## config.mk

```make
export PLATFORM = sky130hd
export DESIGN_NAME = acp_ctrl
export DESIGN_NICKNAME = d
export VERILOG_FILES = /design/src/logic/acp_pkg.sv /design/src/logic/acp_edge.sv /design/src/logic/acp_ctrl.sv
export SDC_FILE = /design/constraint.sdc
export NUM_CORES = 1
export LEC_CHECK = 0
export BUFFER_PORTS_ARGS = -buffer_cell sky130_fd_sc_hd__buf_2
export CAP_MARGIN = 20
export CORE_MARGIN = 8
export CORE_UTILIZATION = 25
export DETAILED_ROUTE_END_ITERATION = 16
export HOLD_SLACK_MARGIN = 0.08
export PLACE_DENSITY = 0.55
export SKIP_CTS_REPAIR_TIMING = 1
export SYNTH_ARGS = -nofsm -noshare
export SYNTH_HDL_FRONTEND = slang
export SYNTH_HIERARCHICAL = 1
export SYNTH_SLANG_ARGS = --single-unit
```

## constraint.sdc

```tcl
create_clock -name MCLK -period 1.8 [get_ports MCLK]
set_clock_uncertainty 0.2 [all_clocks]
set_input_delay 0.09 -clock MCLK [delete_from_list [all_inputs] [get_ports MCLK]]
set_output_delay 0.09 -clock MCLK [all_outputs]
set_load 0.1 [all_outputs]
```

## src/logic/acp_pkg.sv

```systemverilog
/*
 * Shared constants and types for the converter control-pin block:
 * register map, field positions, reset values, range codes and timing.
 * Assumes a single 40 MHz clock domain and a 32-bit AXI4-Lite slave port.
 */
package acp_pkg;

  // Register byte addresses
  localparam logic [31:0] CFG_OFS     = 32'h0000_0000;
  localparam logic [31:0] STAT_OFS    = 32'h0000_0004;
  localparam logic [31:0] RES_OFS     = 32'h0000_0008;

  // Configuration register field positions
  localparam int          CFG_HSPAN_BIT = 0;
  localparam int          CFG_SIGN_BIT  = 1;
  localparam int          CFG_SLEEP_BIT = 2;
  localparam int          CFG_FMT_BIT   = 3;
  localparam logic [3:0]  CFG_RST       = 4'h0;

  // Status register field positions
  localparam int          ST_BUSY_BIT   = 0;
  localparam int          ST_HOLD_BIT   = 1;
  localparam int          ST_RANGE_LSB  = 2;
  localparam int          ST_VREF_BIT   = 4;
  localparam int          ST_RBUF_BIT   = 5;
  localparam int          ST_TEMP_BIT   = 6;
  localparam int          ST_SWMODE_BIT = 7;
  localparam int          ST_SLEEP_BIT  = 8;
  localparam int          ST_RESET_BIT  = 9;

  // Decoded analog input ranges
  localparam logic [1:0]  RNG_0_5       = 2'h0;
  localparam logic [1:0]  RNG_0_10      = 2'h1;
  localparam logic [1:0]  RNG_PM5       = 2'h2;
  localparam logic [1:0]  RNG_WIDE      = 2'h3;

  // AXI responses
  localparam logic [1:0]  RESP_OKAY     = 2'h0;
  localparam logic [1:0]  RESP_SLVERR   = 2'h2;

  // Timing: conversion time in ns, rounded up to whole clock cycles
  localparam int          CLK_PERIOD_NS = 25;
  localparam int          CONV_TIME_NS  = 3000;
  localparam int          CONV_CYCLES   =
    (CONV_TIME_NS + CLK_PERIOD_NS - 1) / CLK_PERIOD_NS;

  localparam int          DATA_W        = 16;
  localparam logic [15:0] DATA_ZERO     = 16'h0000;
  localparam logic [31:0] WORD_ZERO     = 32'h0000_0000;

  // Effective mode settings, from pins or the software register
  typedef struct packed {
    logic code_fmt;
    logic sleep;
    logic signed_rng;
    logic high_span;
  } acp_cfg_s;

  typedef enum logic {CV_IDLE, CV_RUN} acp_conv_e;

endpackage : acp_pkg

```

## src/logic/acp_edge.sv

```systemverilog
/*
 * Edge finder for synchronous pin levels: one-cycle rise and fall pulses.
 * Assumes inputs are already synchronous to MCLK.
 */
`timescale 1ns/1ps
module acp_edge #(
  parameter logic IDLE_LEVEL = 1'b0
) (
  input  wire logic MCLK,
  input  wire logic NRST,
  input  wire logic LEVEL,
  output logic      RISE,
  output logic      FALL
);

  logic prev_ff;

  // Idle level at reset keeps a pin that sits there from faking an edge
  always_ff @(posedge MCLK) begin
    if (!NRST) begin
      prev_ff <= IDLE_LEVEL;
    end else begin
      prev_ff <= LEVEL;
    end
  end

  assign RISE = LEVEL & ~prev_ff;
  assign FALL = ~LEVEL & prev_ff;

endmodule : acp_edge

```

## src/logic/acp_ctrl.sv

```systemverilog
/*
 * Control-pin logic of a 16-bit sampling converter: output enable,
 * conversion start and busy, reset and sleep handling, reference power
 * controls, range decode and software configuration override.
 * Assumes all pins synchronous to MCLK, the converted code presented on
 * ANALOG_CODE at the end of a conversion, and an AXI4-Lite master that
 * keeps at most one write and one read outstanding.
 */
`timescale 1ns/1ps
module acp_ctrl
  import acp_pkg::*;
#(
  parameter int CONV_CYC = CONV_CYCLES
) (
  input  wire logic        MCLK,
  input  wire logic        NRST,
  input  wire logic        CS_N,
  input  wire logic        RD_N,
  input  wire logic        RESET_PIN,
  input  wire logic        SLEEP_REQUEST,
  input  wire logic        SAMPLE_TRIGGER_N,
  input  wire logic        HIGH_SPAN_SEL,
  input  wire logic        SIGNED_SEL,
  input  wire logic        VREF_OFF,
  input  wire logic        REFBUF_OFF,
  input  wire logic        PORT_STYLE_SEL,
  input  wire logic        CFG_SOURCE_SEL,
  input  wire logic        CODE_FORMAT_SEL,
  input  wire logic        SER_CLK_IN,
  input  wire logic [15:0] ANALOG_CODE,
  output logic      [15:0] DATA_OUT,
  output logic             DATA_OE_N,
  output logic             SER_CLK_GATED,
  output logic             BUSY,
  output logic             HOLD,
  output logic      [1:0]  RANGE_SEL,
  output logic             VREF_EN,
  output logic             REFBUF_EN,
  output logic             TEMP_EN,
  input  wire logic [31:0] S_AXI_AWADDR,
  input  wire logic        S_AXI_AWVALID,
  output logic             S_AXI_AWREADY,
  input  wire logic [31:0] S_AXI_WDATA,
  input  wire logic [3:0]  S_AXI_WSTRB,
  input  wire logic        S_AXI_WVALID,
  output logic             S_AXI_WREADY,
  output logic      [1:0]  S_AXI_BRESP,
  output logic             S_AXI_BVALID,
  input  wire logic        S_AXI_BREADY,
  input  wire logic [31:0] S_AXI_ARADDR,
  input  wire logic        S_AXI_ARVALID,
  output logic             S_AXI_ARREADY,
  output logic      [31:0] S_AXI_RDATA,
  output logic      [1:0]  S_AXI_RRESP,
  output logic             S_AXI_RVALID,
  input  wire logic        S_AXI_RREADY
);

  localparam int CW = $clog2(CONV_CYC + 1);
  localparam logic [CW-1:0] CNT_LAST = CW'(CONV_CYC - 1);
  localparam logic [CW-1:0] CNT_ZERO = '0;

  acp_cfg_s        cfg_ff;
  acp_cfg_s        pin_cfg;
  acp_cfg_s        eff_cfg;
  acp_conv_e       conv_ff;
  logic [CW-1:0]   cnt_ff;
  logic [15:0]     data_ff;
  logic            oe_n_ff;
  logic            sclk_ff;
  logic            busy_ff;
  logic            hold_ff;
  logic [1:0]      range_ff;
  logic            vref_ff;
  logic            rbuf_ff;
  logic            temp_ff;
  logic            sw_mode;
  logic            trig_fall;
  logic            rst_fall;
  logic            start_ok;
  logic            conv_done;
  logic [1:0]      nxt_range;

  // AXI slave state
  logic            awready_ff;
  logic            wready_ff;
  logic            aw_got_ff;
  logic            w_got_ff;
  logic [31:0]     awaddr_ff;
  logic [31:0]     wdata_ff;
  logic [3:0]      wstrb_ff;
  logic            bvalid_ff;
  logic [1:0]      bresp_ff;
  logic            arready_ff;
  logic            rvalid_ff;
  logic [31:0]     rdata_ff;
  logic [1:0]      rresp_ff;
  logic            wr_fire;
  logic [31:0]     stat_word;

  acp_edge #(.IDLE_LEVEL(1'b1)) u_trig_edge (
    .MCLK  (MCLK),
    .NRST  (NRST),
    .LEVEL (SAMPLE_TRIGGER_N),
    .RISE  (),
    .FALL  (trig_fall)
  );

  acp_edge #(.IDLE_LEVEL(1'b0)) u_rst_edge (
    .MCLK  (MCLK),
    .NRST  (NRST),
    .LEVEL (RESET_PIN),
    .RISE  (),
    .FALL  (rst_fall)
  );

  // Mode source: software register only in serial port with low source
  assign sw_mode = PORT_STYLE_SEL & ~CFG_SOURCE_SEL;
  assign pin_cfg = '{code_fmt:   CODE_FORMAT_SEL,
                     sleep:      SLEEP_REQUEST,
                     signed_rng: SIGNED_SEL,
                     high_span:  HIGH_SPAN_SEL};
  assign eff_cfg = sw_mode ? cfg_ff : pin_cfg;

  // Starts only when idle, awake and not held in reset
  assign start_ok  = trig_fall & ~eff_cfg.sleep & ~RESET_PIN;
  assign conv_done = (conv_ff == CV_RUN) & (cnt_ff == CNT_LAST);

  // Range decode from the two selects
  always_comb begin
    case ({eff_cfg.high_span, eff_cfg.signed_rng})
      2'b00:   nxt_range = RNG_0_5;
      2'b01:   nxt_range = RNG_0_10;
      2'b10:   nxt_range = RNG_PM5;
      default: nxt_range = RNG_WIDE;
    endcase
  end

  // Conversion sequencer; reset pin aborts with no result written
  always_ff @(posedge MCLK) begin
    if (!NRST) begin
      conv_ff <= CV_IDLE;
      cnt_ff  <= CNT_ZERO;
    end else if (RESET_PIN) begin
      conv_ff <= CV_IDLE;
      cnt_ff  <= CNT_ZERO;
    end else begin
      case (conv_ff)
        CV_IDLE: begin
          cnt_ff <= CNT_ZERO;
          if (start_ok) begin
            conv_ff <= CV_RUN;
          end
        end
        CV_RUN: begin
          // Sleep is not checked here, so a started conversion completes
          if (conv_done) begin
            conv_ff <= CV_IDLE;
            cnt_ff  <= CNT_ZERO;
          end else begin
            cnt_ff <= cnt_ff + 1'b1;
          end
        end
        default: begin
          conv_ff <= CV_IDLE;
          cnt_ff  <= CNT_ZERO;
        end
      endcase
    end
  end

  // Busy and hold follow the sequencer, set at the start edge
  always_ff @(posedge MCLK) begin
    if (!NRST) begin
      busy_ff <= 1'b0;
      hold_ff <= 1'b0;
    end else if (RESET_PIN) begin
      busy_ff <= 1'b0;
      hold_ff <= 1'b0;
    end else if (conv_ff == CV_IDLE) begin
      busy_ff <= start_ok;
      hold_ff <= start_ok;
    end else begin
      busy_ff <= ~conv_done;
      hold_ff <= ~conv_done;
    end
  end

  // Result latch; falls with busy so its edge marks valid data
  always_ff @(posedge MCLK) begin
    if (!NRST) begin
      data_ff <= DATA_ZERO;
    end else if (rst_fall && eff_cfg.code_fmt) begin
      data_ff <= DATA_ZERO;
    end else if (conv_done && !RESET_PIN) begin
      // Twos complement is the binary code with its top bit inverted
      data_ff <= eff_cfg.code_fmt ? ANALOG_CODE :
                 {~ANALOG_CODE[15], ANALOG_CODE[14:0]};
    end
  end

  // Output bus and serial clock gating, both kept alive during sleep
  always_ff @(posedge MCLK) begin
    if (!NRST) begin
      oe_n_ff <= 1'b1;
      sclk_ff <= 1'b0;
    end else begin
      oe_n_ff <= CS_N | RD_N;
      sclk_ff <= SER_CLK_IN & ~CS_N & PORT_STYLE_SEL;
    end
  end

  // Reference, buffer and temperature sensor enables, range output
  always_ff @(posedge MCLK) begin
    if (!NRST) begin
      vref_ff  <= 1'b0;
      rbuf_ff  <= 1'b0;
      temp_ff  <= 1'b0;
      range_ff <= RNG_0_5;
    end else begin
      vref_ff  <= ~VREF_OFF;
      rbuf_ff  <= ~REFBUF_OFF;
      temp_ff  <= ~VREF_OFF & ~REFBUF_OFF;
      range_ff <= nxt_range;
    end
  end

  // Software configuration register; the reset pin's fall clears it
  always_ff @(posedge MCLK) begin
    if (!NRST) begin
      cfg_ff <= acp_cfg_s'(CFG_RST);
    end else if (rst_fall) begin
      cfg_ff <= acp_cfg_s'(CFG_RST);
    end else if (wr_fire && awaddr_ff == CFG_OFS && wstrb_ff[0]) begin
      cfg_ff <= acp_cfg_s'(wdata_ff[3:0]);
    end
  end

  // Write path: address and data taken in either order, answer after both
  assign wr_fire = aw_got_ff & w_got_ff & ~bvalid_ff;

  always_ff @(posedge MCLK) begin
    if (!NRST) begin
      awready_ff <= 1'b1;
      wready_ff  <= 1'b1;
      aw_got_ff  <= 1'b0;
      w_got_ff   <= 1'b0;
      awaddr_ff  <= WORD_ZERO;
      wdata_ff   <= WORD_ZERO;
      wstrb_ff   <= 4'h0;
      bvalid_ff  <= 1'b0;
      bresp_ff   <= RESP_OKAY;
    end else begin
      if (S_AXI_AWVALID && awready_ff) begin
        awaddr_ff  <= S_AXI_AWADDR;
        aw_got_ff  <= 1'b1;
        awready_ff <= 1'b0;
      end
      if (S_AXI_WVALID && wready_ff) begin
        wdata_ff  <= S_AXI_WDATA;
        wstrb_ff  <= S_AXI_WSTRB;
        w_got_ff  <= 1'b1;
        wready_ff <= 1'b0;
      end
      if (wr_fire) begin
        bvalid_ff <= 1'b1;
        bresp_ff  <= (awaddr_ff == CFG_OFS) ? RESP_OKAY : RESP_SLVERR;
      end
      if (bvalid_ff && S_AXI_BREADY) begin
        bvalid_ff  <= 1'b0;
        aw_got_ff  <= 1'b0;
        w_got_ff   <= 1'b0;
        awready_ff <= 1'b1;
        wready_ff  <= 1'b1;
      end
    end
  end

  // Status word shows the block's live state
  always_comb begin
    stat_word                               = WORD_ZERO;
    stat_word[ST_BUSY_BIT]                  = busy_ff;
    stat_word[ST_HOLD_BIT]                  = hold_ff;
    stat_word[ST_RANGE_LSB+1:ST_RANGE_LSB]  = range_ff;
    stat_word[ST_VREF_BIT]                  = vref_ff;
    stat_word[ST_RBUF_BIT]                  = rbuf_ff;
    stat_word[ST_TEMP_BIT]                  = temp_ff;
    stat_word[ST_SWMODE_BIT]                = sw_mode;
    stat_word[ST_SLEEP_BIT]                 = eff_cfg.sleep;
    stat_word[ST_RESET_BIT]                 = RESET_PIN;
  end

  // Read path: one-cycle answer, unmapped addresses give SLVERR and zero
  always_ff @(posedge MCLK) begin
    if (!NRST) begin
      arready_ff <= 1'b1;
      rvalid_ff  <= 1'b0;
      rdata_ff   <= WORD_ZERO;
      rresp_ff   <= RESP_OKAY;
    end else if (S_AXI_ARVALID && arready_ff) begin
      arready_ff <= 1'b0;
      rvalid_ff  <= 1'b1;
      rresp_ff   <= RESP_OKAY;
      case (S_AXI_ARADDR)
        CFG_OFS:  rdata_ff <= {28'h000_0000, cfg_ff};
        STAT_OFS: rdata_ff <= stat_word;
        RES_OFS:  rdata_ff <= {16'h0000, data_ff};
        default: begin
          rdata_ff <= WORD_ZERO;
          rresp_ff <= RESP_SLVERR;
        end
      endcase
    end else if (rvalid_ff && S_AXI_RREADY) begin
      rvalid_ff  <= 1'b0;
      arready_ff <= 1'b1;
    end
  end

  // Every output straight from a flop
  assign DATA_OUT      = data_ff;
  assign DATA_OE_N     = oe_n_ff;
  assign SER_CLK_GATED = sclk_ff;
  assign BUSY          = busy_ff;
  assign HOLD          = hold_ff;
  assign RANGE_SEL     = range_ff;
  assign VREF_EN       = vref_ff;
  assign REFBUF_EN     = rbuf_ff;
  assign TEMP_EN       = temp_ff;
  assign S_AXI_AWREADY = awready_ff;
  assign S_AXI_WREADY  = wready_ff;
  assign S_AXI_BRESP   = bresp_ff;
  assign S_AXI_BVALID  = bvalid_ff;
  assign S_AXI_ARREADY = arready_ff;
  assign S_AXI_RDATA   = rdata_ff;
  assign S_AXI_RRESP   = rresp_ff;
  assign S_AXI_RVALID  = rvalid_ff;

endmodule : acp_ctrl

```

# [After elaboration in Yosys (flattened, before gate mapping)]
# Index checks and enable logic that the tools add are counted.
[totals] regBits=118 latchBits=0 mem_bits_rw=0 rom_bits=0 in_bits=136 memories=0
[classes] add_sub_neg=1 n_mul=0 div=0 magnitude_cmp=0 eq_ne=5 shifts=0 n_mux=16 n_bitwise=24 n_reduce_logical=19
[op_table] cell="$logic_not 32->1" n=2
[op_table] cell="$pmux 16 s3" n=1
[op_table] cell="$eq 32x3->1 const B" n=1
[op_table] cell="$eq 32x4->1 const B" n=1
[op_table] cell="$mux 16" n=1
[op_table] cell="$pmux 7 s2" n=1
[op_table] cell="$not 1->1" n=12
[op_table] cell="$and 1x1->1" n=11
[op_table] cell="$logic_and 1x1->1" n=9
[op_table] cell="$reduce_or 2->1" n=4
[op_table] cell="$add 7x1->7 const B" n=1
[op_table] cell="$eq 7x7->1 const B" n=1
[op_table] cell="$mux 1" n=7
[op_table] cell="$mux 7" n=1
[op_table] cell="$pmux 2 s3" n=1
[op_table] cell="$mux 2" n=2
[op_table] cell="$mux 4" n=1
[op_table] cell="$reduce_or 3->1" n=1
[op_table] cell="$eq 2x1->1 const B" n=1
[op_table] cell="$eq 2x2->1 const B" n=1
[op_table] cell="$logic_not 2->1" n=1
[op_table] cell="$pmux 1 s2" n=1
[op_table] cell="$reduce_bool 2->1" n=1
[op_table] cell="$logic_not 1->1" n=1
[op_table] cell="$or 1x1->1" n=1

# [Longest topological paths before layout]
# Gate-level depths: netlist of the first run.
[depth] ltp_word=8 ltp_mapped=7

# [Modules after synthesis]
# Netlist of the first run, hierarchy kept.
[by_module_without_submodules] mod="acp_ctrl" n_inst=1 cells_per_inst=450 area_per_inst_um2=3912.5 seq_area_each_um2=1941.9
[by_module_without_submodules] mod="acp_edge" n_inst=2 cells_per_inst=4 area_per_inst_um2=38.8 seq_area_each_um2=20.0

# [Least setup slack after synthesis of the first run]
# No wires, ideal clock.
[synth_timing] kind="register to register" startpoint="register arready_ff, in the netlist S_AXI_ARREADY" endpoint="register rdata_ff[7], in the netlist S_AXI_RDATA[7]" arrival_time_ps=1989 t_required_ps=1538 setup_slack_ps=-452 path_stages_with_launch=5 period_less_slack_ps=2252 path_cell_list="dfxtp_1 > and2_1 > nand2_1 > nor4_4 > a22o_1"
[synth_between] elab_chain_cells=1
[synth_rtl] item="start: declaration" line="acp_ctrl.sv:94" text="logic arready_ff;"
[synth_rtl] item="start signal: assignment" line="acp_ctrl.sv:296" text="arready_ff <= 1'b1;"
[synth_rtl] item="start signal: assignment" line="acp_ctrl.sv:301" text="arready_ff <= 1'b0;"
[synth_rtl] item="start signal: assignment" line="acp_ctrl.sv:315" text="arready_ff <= 1'b1;"
[synth_rtl] item="$logic_and 1x1->1" line="acp_ctrl.sv:300" text="end else if (S_AXI_ARVALID && arready_ff) begin"
[synth_rtl] item="end signal: assignment" line="acp_ctrl.sv:305" text="CFG_OFS: rdata_ff <= {28'h000_0000, cfg_ff};"
[synth_rtl] item="end signal: assignment" line="acp_ctrl.sv:306" text="STAT_OFS: rdata_ff <= stat_word;"
[synth_rtl] item="end signal: assignment" line="acp_ctrl.sv:307" text="RES_OFS: rdata_ff <= {16'h0000, data_ff};"
[synth_rtl] item="end: declaration" line="acp_ctrl.sv:96" text="logic [31:0] rdata_ff;"
# No other way between the ends.
# A chain may end at the register's enable or synchronous reset.

# [Worst setup path after layout of the first run]
[layout_timing] startpoint="input port NRST" endpoint="register range_ff[0], in the netlist RANGE_SEL[0]"
[layout_lines] item="start: declaration" line="acp_ctrl.sv:16" text="input wire logic NRST,"
[layout_lines] item="end signal: assignment" line="acp_ctrl.sv:224" text="range_ff <= nxt_range;"
[layout_lines] item="end: declaration" line="acp_ctrl.sv:73" text="logic [1:0] range_ff;"
# No word-level cell between the ends.

==> flow_summary.toml, run 1 <==
[worst_setup_path]
endpoint_kind = "register"
critPathLaunchType = "input port"
setup.worst_path.class = "input port to register"
critPathArrivalTime_ps = 1790
critical_path.n_buffers_inverters = 5
cp_max_fo = 6
worst_path_max_delay_cell = "sky130_fd_sc_hd__dlygate4sd3_1"
worst_path_dominant_cell_family = "buffers and inverters"
cp_common_cell = "sky130_fd_sc_hd__dlygate4sd3_1"
timing.critical_path.cells = "buf_2 -> inv_2 -> dlygate4sd3_1 -> buf_4 -> dlygate4sd3_1 -> nor2_1"
data_required_time_of_the_critical_path_ps = 1840
maximum_cell_stage_delay_along_the_critical_path_ps = 660

[clock_network]
cts_sinks = 99
clockBufferDepth = 2
clockRootBuffer = "sky130_fd_sc_hd__clkbuf_16"
cts_h_tree_depth = 3
clock_tree_from_tritoncts = "built"
cts_buffers = 9
clkSlewWorstSetupHoldPaths_ps = 70
clk_latency_ps = 350

[timing]
hold_slack_ps = 23.7
worstMarginPinSlew_ps = 718
max-slew-margin-rel_pct = 52.0
max_clock_freq_ghz = 0.570
final_slew_violations = 0
period_minus_slack_ps = 1750
fin_crit_sh_pct = 97.4
final_hold_viol_count = 0
setup_viol = 0

[final_layout]
layout.cells.non_filler = 921
drive_above_1_share_pct = 29.8
post-route-util_pct = 39.7
final_net_count = 837
post_route_cell_area_um2 = 6240
flow.area_growth_from_synthesis_pct = 56.8
antennaDiodeCount = 0
number_of_filler_instances_in_the_final_layout = 1602

[route]
final_antenna_violating_net_count = 0
routed_wirelength_mm = 12.7
detail_route.first_pass.iterations = 6
post-route-drc-count = 0
num_vias = 3876
viasPerCell = 4.21
wire_per_inst_um = 13.7
drtIter0Drc = 124

[power_and_ir_drop]
ir_drop_v = 0.000642
power_frac_seq_pct = 45.0
static-leakage-power_nw = 2.65
cellPowerDensity_nw_per_um2 = 825
power_report.internal_total_w = 0.00371
clock_power_share_pct = 38.0
power.switching_fraction_pct = 27.9
switching_power_w = 0.00144
share_comb_of_total_power_pct = 17.0
total_power_w = 0.00515

[global_routing]
grt_max_degree = 34
gr-total-overflow = 0
grt_pass1_vias = 3493
grtUsageTotal_pct = 11.3
grt_antenna_before_repair = 0
global_route_wire_length_before_repair_mm = 18.2

[place]
portBuffers = 152
gp_congestion = 0.711
placement.cell_area_um2 = 4980
place_inst = 816
dp.final_hpwl_mm = 8.96

[yosys]
synthesis.yosys.warnings = 6
netlist_instances = 456
synthesized_area_per_cell_um2 = 8.72
synthesis.area_um2 = 3980

[status]
run_status = "completed"

[floorplan]
boundaryPins = 202
floorplan.initialDensity_pct = 25.3
placeableCoreArea_um2 = 15700
core.rowCount = 46
fp.dieH_um = 142
floorplan.die.width_um = 142
die_area_um2 = 20200

[min_path]
worst_hold_path_class = "input port to register"

[flow_run]
maxCapViolCount = 0
## routing by layer
layer	up-vias	global-route usage [%]	part of all wire, %
li1	2003	-	-
met1	1748	14.4	44
met2	120	16.9	47
met3	5	5.10	8.4
met4	0	2.83	0.42
met5	-	0	0
## power groups by stage
| stage | Clock, W | Sequential [W] | Combinational (W) |
|---|---|---|---|
| 3_3_place_gp | 0 | 0.00236 | 0.000724 |
| 6_report | 0.00195 | 0.00231 | 0.000877 |
| 4_1_cts | 0.00203 | 0.00231 | 0.000726 |
| 2_1_floorplan | 0 | 0.00249 | 0.000409 |
| 5_1_grt | 0.00210 | 0.00232 | 0.000943 |
| 3_5_place_dp | 0 | 0.00236 | 0.000725 |
## sequential cells by signal, indices dropped and copies added (netlist names), 2 cells and up
signal       flops
DATA_OUT        16
RANGE_SEL        2
S_AXI_RDATA     16
awaddr_ff       32
cfg_ff           4
cnt_ff           7
wdata_ff         4
## final timing paths
check	startpoint	endpoint	slack, ps	cells past startpoint
hold reg to reg	S_AXI_RDATA[15]$_SDFFE_PN0P_	S_AXI_RDATA[15]$_SDFFE_PN0P_	250	2
setup reg to reg	cnt_ff[0]$_SDFF_PP0_	cnt_ff[4]$_SDFF_PP0_	60	5
hold / removal	S_AXI_ARADDR[25]	S_AXI_RRESP[1]$_SDFFE_PN0P_	20	5
setup / recovery	NRST	RANGE_SEL[0]$_SDFF_PN0_	50	6
## stage by stage
| step | setup WS (ps) | TNS (ps) |
|---|---|---|
| 6_report | 46.4 | 0 |
| 5_1_grt | -23.7 | -212 |
| 4_1_cts | -36.6 | -515 |
| 3_5_place_dp | -22.3 | -175 |
| 3_3_place_gp | 18.3 | 0 |
| 2_1_floorplan | 11.1 | 0 |
## worst reg2reg max path, delay by kind of cell (launching register included)
family / cells / cell delay [ps]
adders and majority gates: 1 / 200
DFF: 1 / 340
and+or+nand+nor: 4 / 890
## cell type report
cell class / count / area (um^2) / area share, %
inverter: 5 / 18.8 / 0.301
clock inverter: 2 / 16.3 / 0.261
multi-input combinational: 328 / 1850 / 29.7
clock buffer: 14 / 294 / 4.71
tap: 216 / 270 / 4.33
timing repair buffer: 257 / 1790 / 28.7
sequential: 99 / 1990 / 31.9
## placed cells by master (no fill, tap or decap), types with 10 or more instances in the layout
cell / instances
sky130_fd_sc_hd__dfxtp_1: 94
sky130_fd_sc_hd__clkbuf_16: 10
sky130_fd_sc_hd__o21ai_0: 10
sky130_fd_sc_hd__nor2_1: 35
sky130_fd_sc_hd__buf_2: 152
sky130_fd_sc_hd__nand2_1: 104
sky130_fd_sc_hd__a21oi_1: 48
sky130_fd_sc_hd__conb_1: 18
sky130_fd_sc_hd__buf_4: 18
sky130_fd_sc_hd__dlygate4sd3_1: 85
sky130_fd_sc_hd__a22o_1: 14
sky130_fd_sc_hd__mux2i_1: 25
(Power assumes the default switching activity.)
==> run 2: changes to the inputs <==
--- a/config.mk
+++ b/config.mk
@@ -11,7 +11,7 @@
 export CORE_UTILIZATION = 25
 export DETAILED_ROUTE_END_ITERATION = 16
 export HOLD_SLACK_MARGIN = 0.08
-export PLACE_DENSITY = 0.55
+export PLACE_DENSITY = 0.57
 export SKIP_CTS_REPAIR_TIMING = 1
 export SYNTH_ARGS = -nofsm -noshare
 export SYNTH_HDL_FRONTEND = slang
==> flow_summary.toml, run 2 (same netlist as run 1, synthesis figures left out) <==
[place]
portBuffers = 152
gp_congestion = 0.746
pre_cts_slack_ps = -37.1
dp.final_hpwl_mm = 8.77

[power_and_ir_drop]
switching_power_w = 0.00142
power_frac_seq_pct = 44.9
share_comb_of_total_power_pct = 16.7
power_report.internal_total_w = 0.00373
clock_power_share_pct = 38.4
ir_drop_v = 0.000536
power.switching_fraction_pct = 27.6
cellPowerDensity_nw_per_um2 = 839
static-leakage-power_nw = 2.59

[timing]
max-slew-margin-rel_pct = 52.0
worstMarginPinSlew_ps = 718
fin_crit_sh_pct = 93.9
period_minus_slack_ps = 1690
max_clock_freq_ghz = 0.592
final.setup.worst_slack_ps = 109
setup_viol = 0
final_hold_viol_count = 0
final_slew_violations = 0

[global_routing]
global_route_wire_length_before_repair_mm = 17.6
grt_max_degree = 33
grt_pass1_vias = 3400
gr-total-overflow = 0
grtUsageTotal_pct = 11.0
grt_antenna_before_repair = 0

[route]
num_vias = 3848
post-route-drc-count = 0
final_antenna_violating_net_count = 0
wire_per_inst_um = 13.2
routed_wirelength_mm = 12.0
detail_route.first_pass.iterations = 4
viasPerCell = 4.22
drtIter0Drc = 126

[floorplan]
boundaryPins = 202
core.rowCount = 46
die_area_um2 = 20200
floorplan.initialDensity_pct = 25.3
placeableCoreArea_um2 = 15700
floorplan.die.width_um = 142
fp.dieH_um = 142

[min_path]
worst_hold_path_class = "input port to register"

[final_layout]
number_of_filler_instances_in_the_final_layout = 1598
drive_above_1_share_pct = 28.4
mostFrequentLayoutCell = "sky130_fd_sc_hd__buf_2"
final_net_count = 828
flow.area_growth_from_synthesis_pct = 54.4
max_ffs_per_register = 32
post-route-util_pct = 39.1
antennaDiodeCount = 0
final_cell_mix = "sky130_fd_sc_hd__buf_2, sky130_fd_sc_hd__nand2_1, sky130_fd_sc_hd__dfxtp_1"
regMostFlops = "awaddr_ff"

[worst_setup_path]
data_required_time_of_the_critical_path_ps = 1830
cp_max_fo = 7
critPathLaunchType = "register"
endpoint_kind = "register"
critPathArrivalTime_ps = 1720
setup.worst_path.class = "register to register"

[clock_network]
cts_sinks = 99
clock_tree_from_tritoncts = "built"
cts_buffers = 9
clockBufferDepth = 2
clockRootBuffer = "sky130_fd_sc_hd__clkbuf_16"
clkSlewWorstSetupHoldPaths_ps = 70
clk_latency_ps = 350
cts_h_tree_depth = 3

[status]
run_status = "completed"

[flow_run]
maxCapViolCount = 0
run 2: layer usage:
metal | routed length [um] | vias up | part of all wire (%) | GRT usage (%)
met2 | 5490 | 105 | 46 | 16.8
met4 | 125 | 0 | 1.0 | 3.39
met5 | 0 | - | 0 | 0
met1 | 5480 | 1750 | 46 | 13.8
li1 | - | 1983 | - | -
met3 | 904 | 10 | 7.5 | 4.43
run 2: power groups by stage:
stage               Clock, W  Sequential (W)  Combinational [W]
finish               0.00198         0.00231           0.000862
global route         0.00216         0.00232           0.000926
CTS                  0.00206         0.00231           0.000721
detailed placement         0         0.00236           0.000719
global placement           0         0.00236           0.000717
floorplan                  0         0.00249           0.000409
run 2: final timing paths:
path / depth (start not counted) / to / slack (ps) / start
max reg2reg: 5 / cnt_ff[3]$_SDFF_PP0_ / 110 / cnt_ff[1]$_SDFF_PP0_
min reg2reg: 2 / awaddr_ff[29]$_SDFFE_PN0P_ / 250 / awaddr_ff[29]$_SDFFE_PN0P_
max: 5 / cnt_ff[3]$_SDFF_PP0_ / 110 / cnt_ff[1]$_SDFF_PP0_
min: 3 / S_AXI_RDATA[2]$_SDFFE_PN0P_ / 10 / S_AXI_ARADDR[3]
run 2: through the flow:
step / cells / TNS (ps) / hold WS, ps / area, um^2 / power [W]
after global placement: 813 / 0 / 66.8 / 4960 / 0.00308
final: 912 / 0 / 11.2 / 6140 / 0.00515
after detailed placement: 813 / -513 / 67.4 / 4960 / 0.00308
after global routing: 912 / -4.51 / 56.2 / 6140 / 0.00540
after floorplan: 473 / 0 / -40.6 / 4060 / 0.00289
after CTS: 829 / -803 / -318 / 5270 / 0.00510
run 2: final cells by class:
type / count / area (um^2) / area share [%]
clock buffer: 13 / 260 / 4.24
tap: 216 / 270 / 4.40
clock inverter: 3 / 47.5 / 0.774
sequential: 99 / 1990 / 32.5
inverter: 5 / 18.8 / 0.306
timing repair buffer: 248 / 1700 / 27.7
multi-input combinational: 328 / 1850 / 30.1
run 2: critical path: stages, from the launching register on:
cell and delay, ps:
sky130_fd_sc_hd__dfxtp_1 340, sky130_fd_sc_hd__ha_2 210, sky130_fd_sc_hd__nand3_4 90, sky130_fd_sc_hd__or3_4 380
sky130_fd_sc_hd__nand4b_1 260, sky130_fd_sc_hd__nor2_1 90
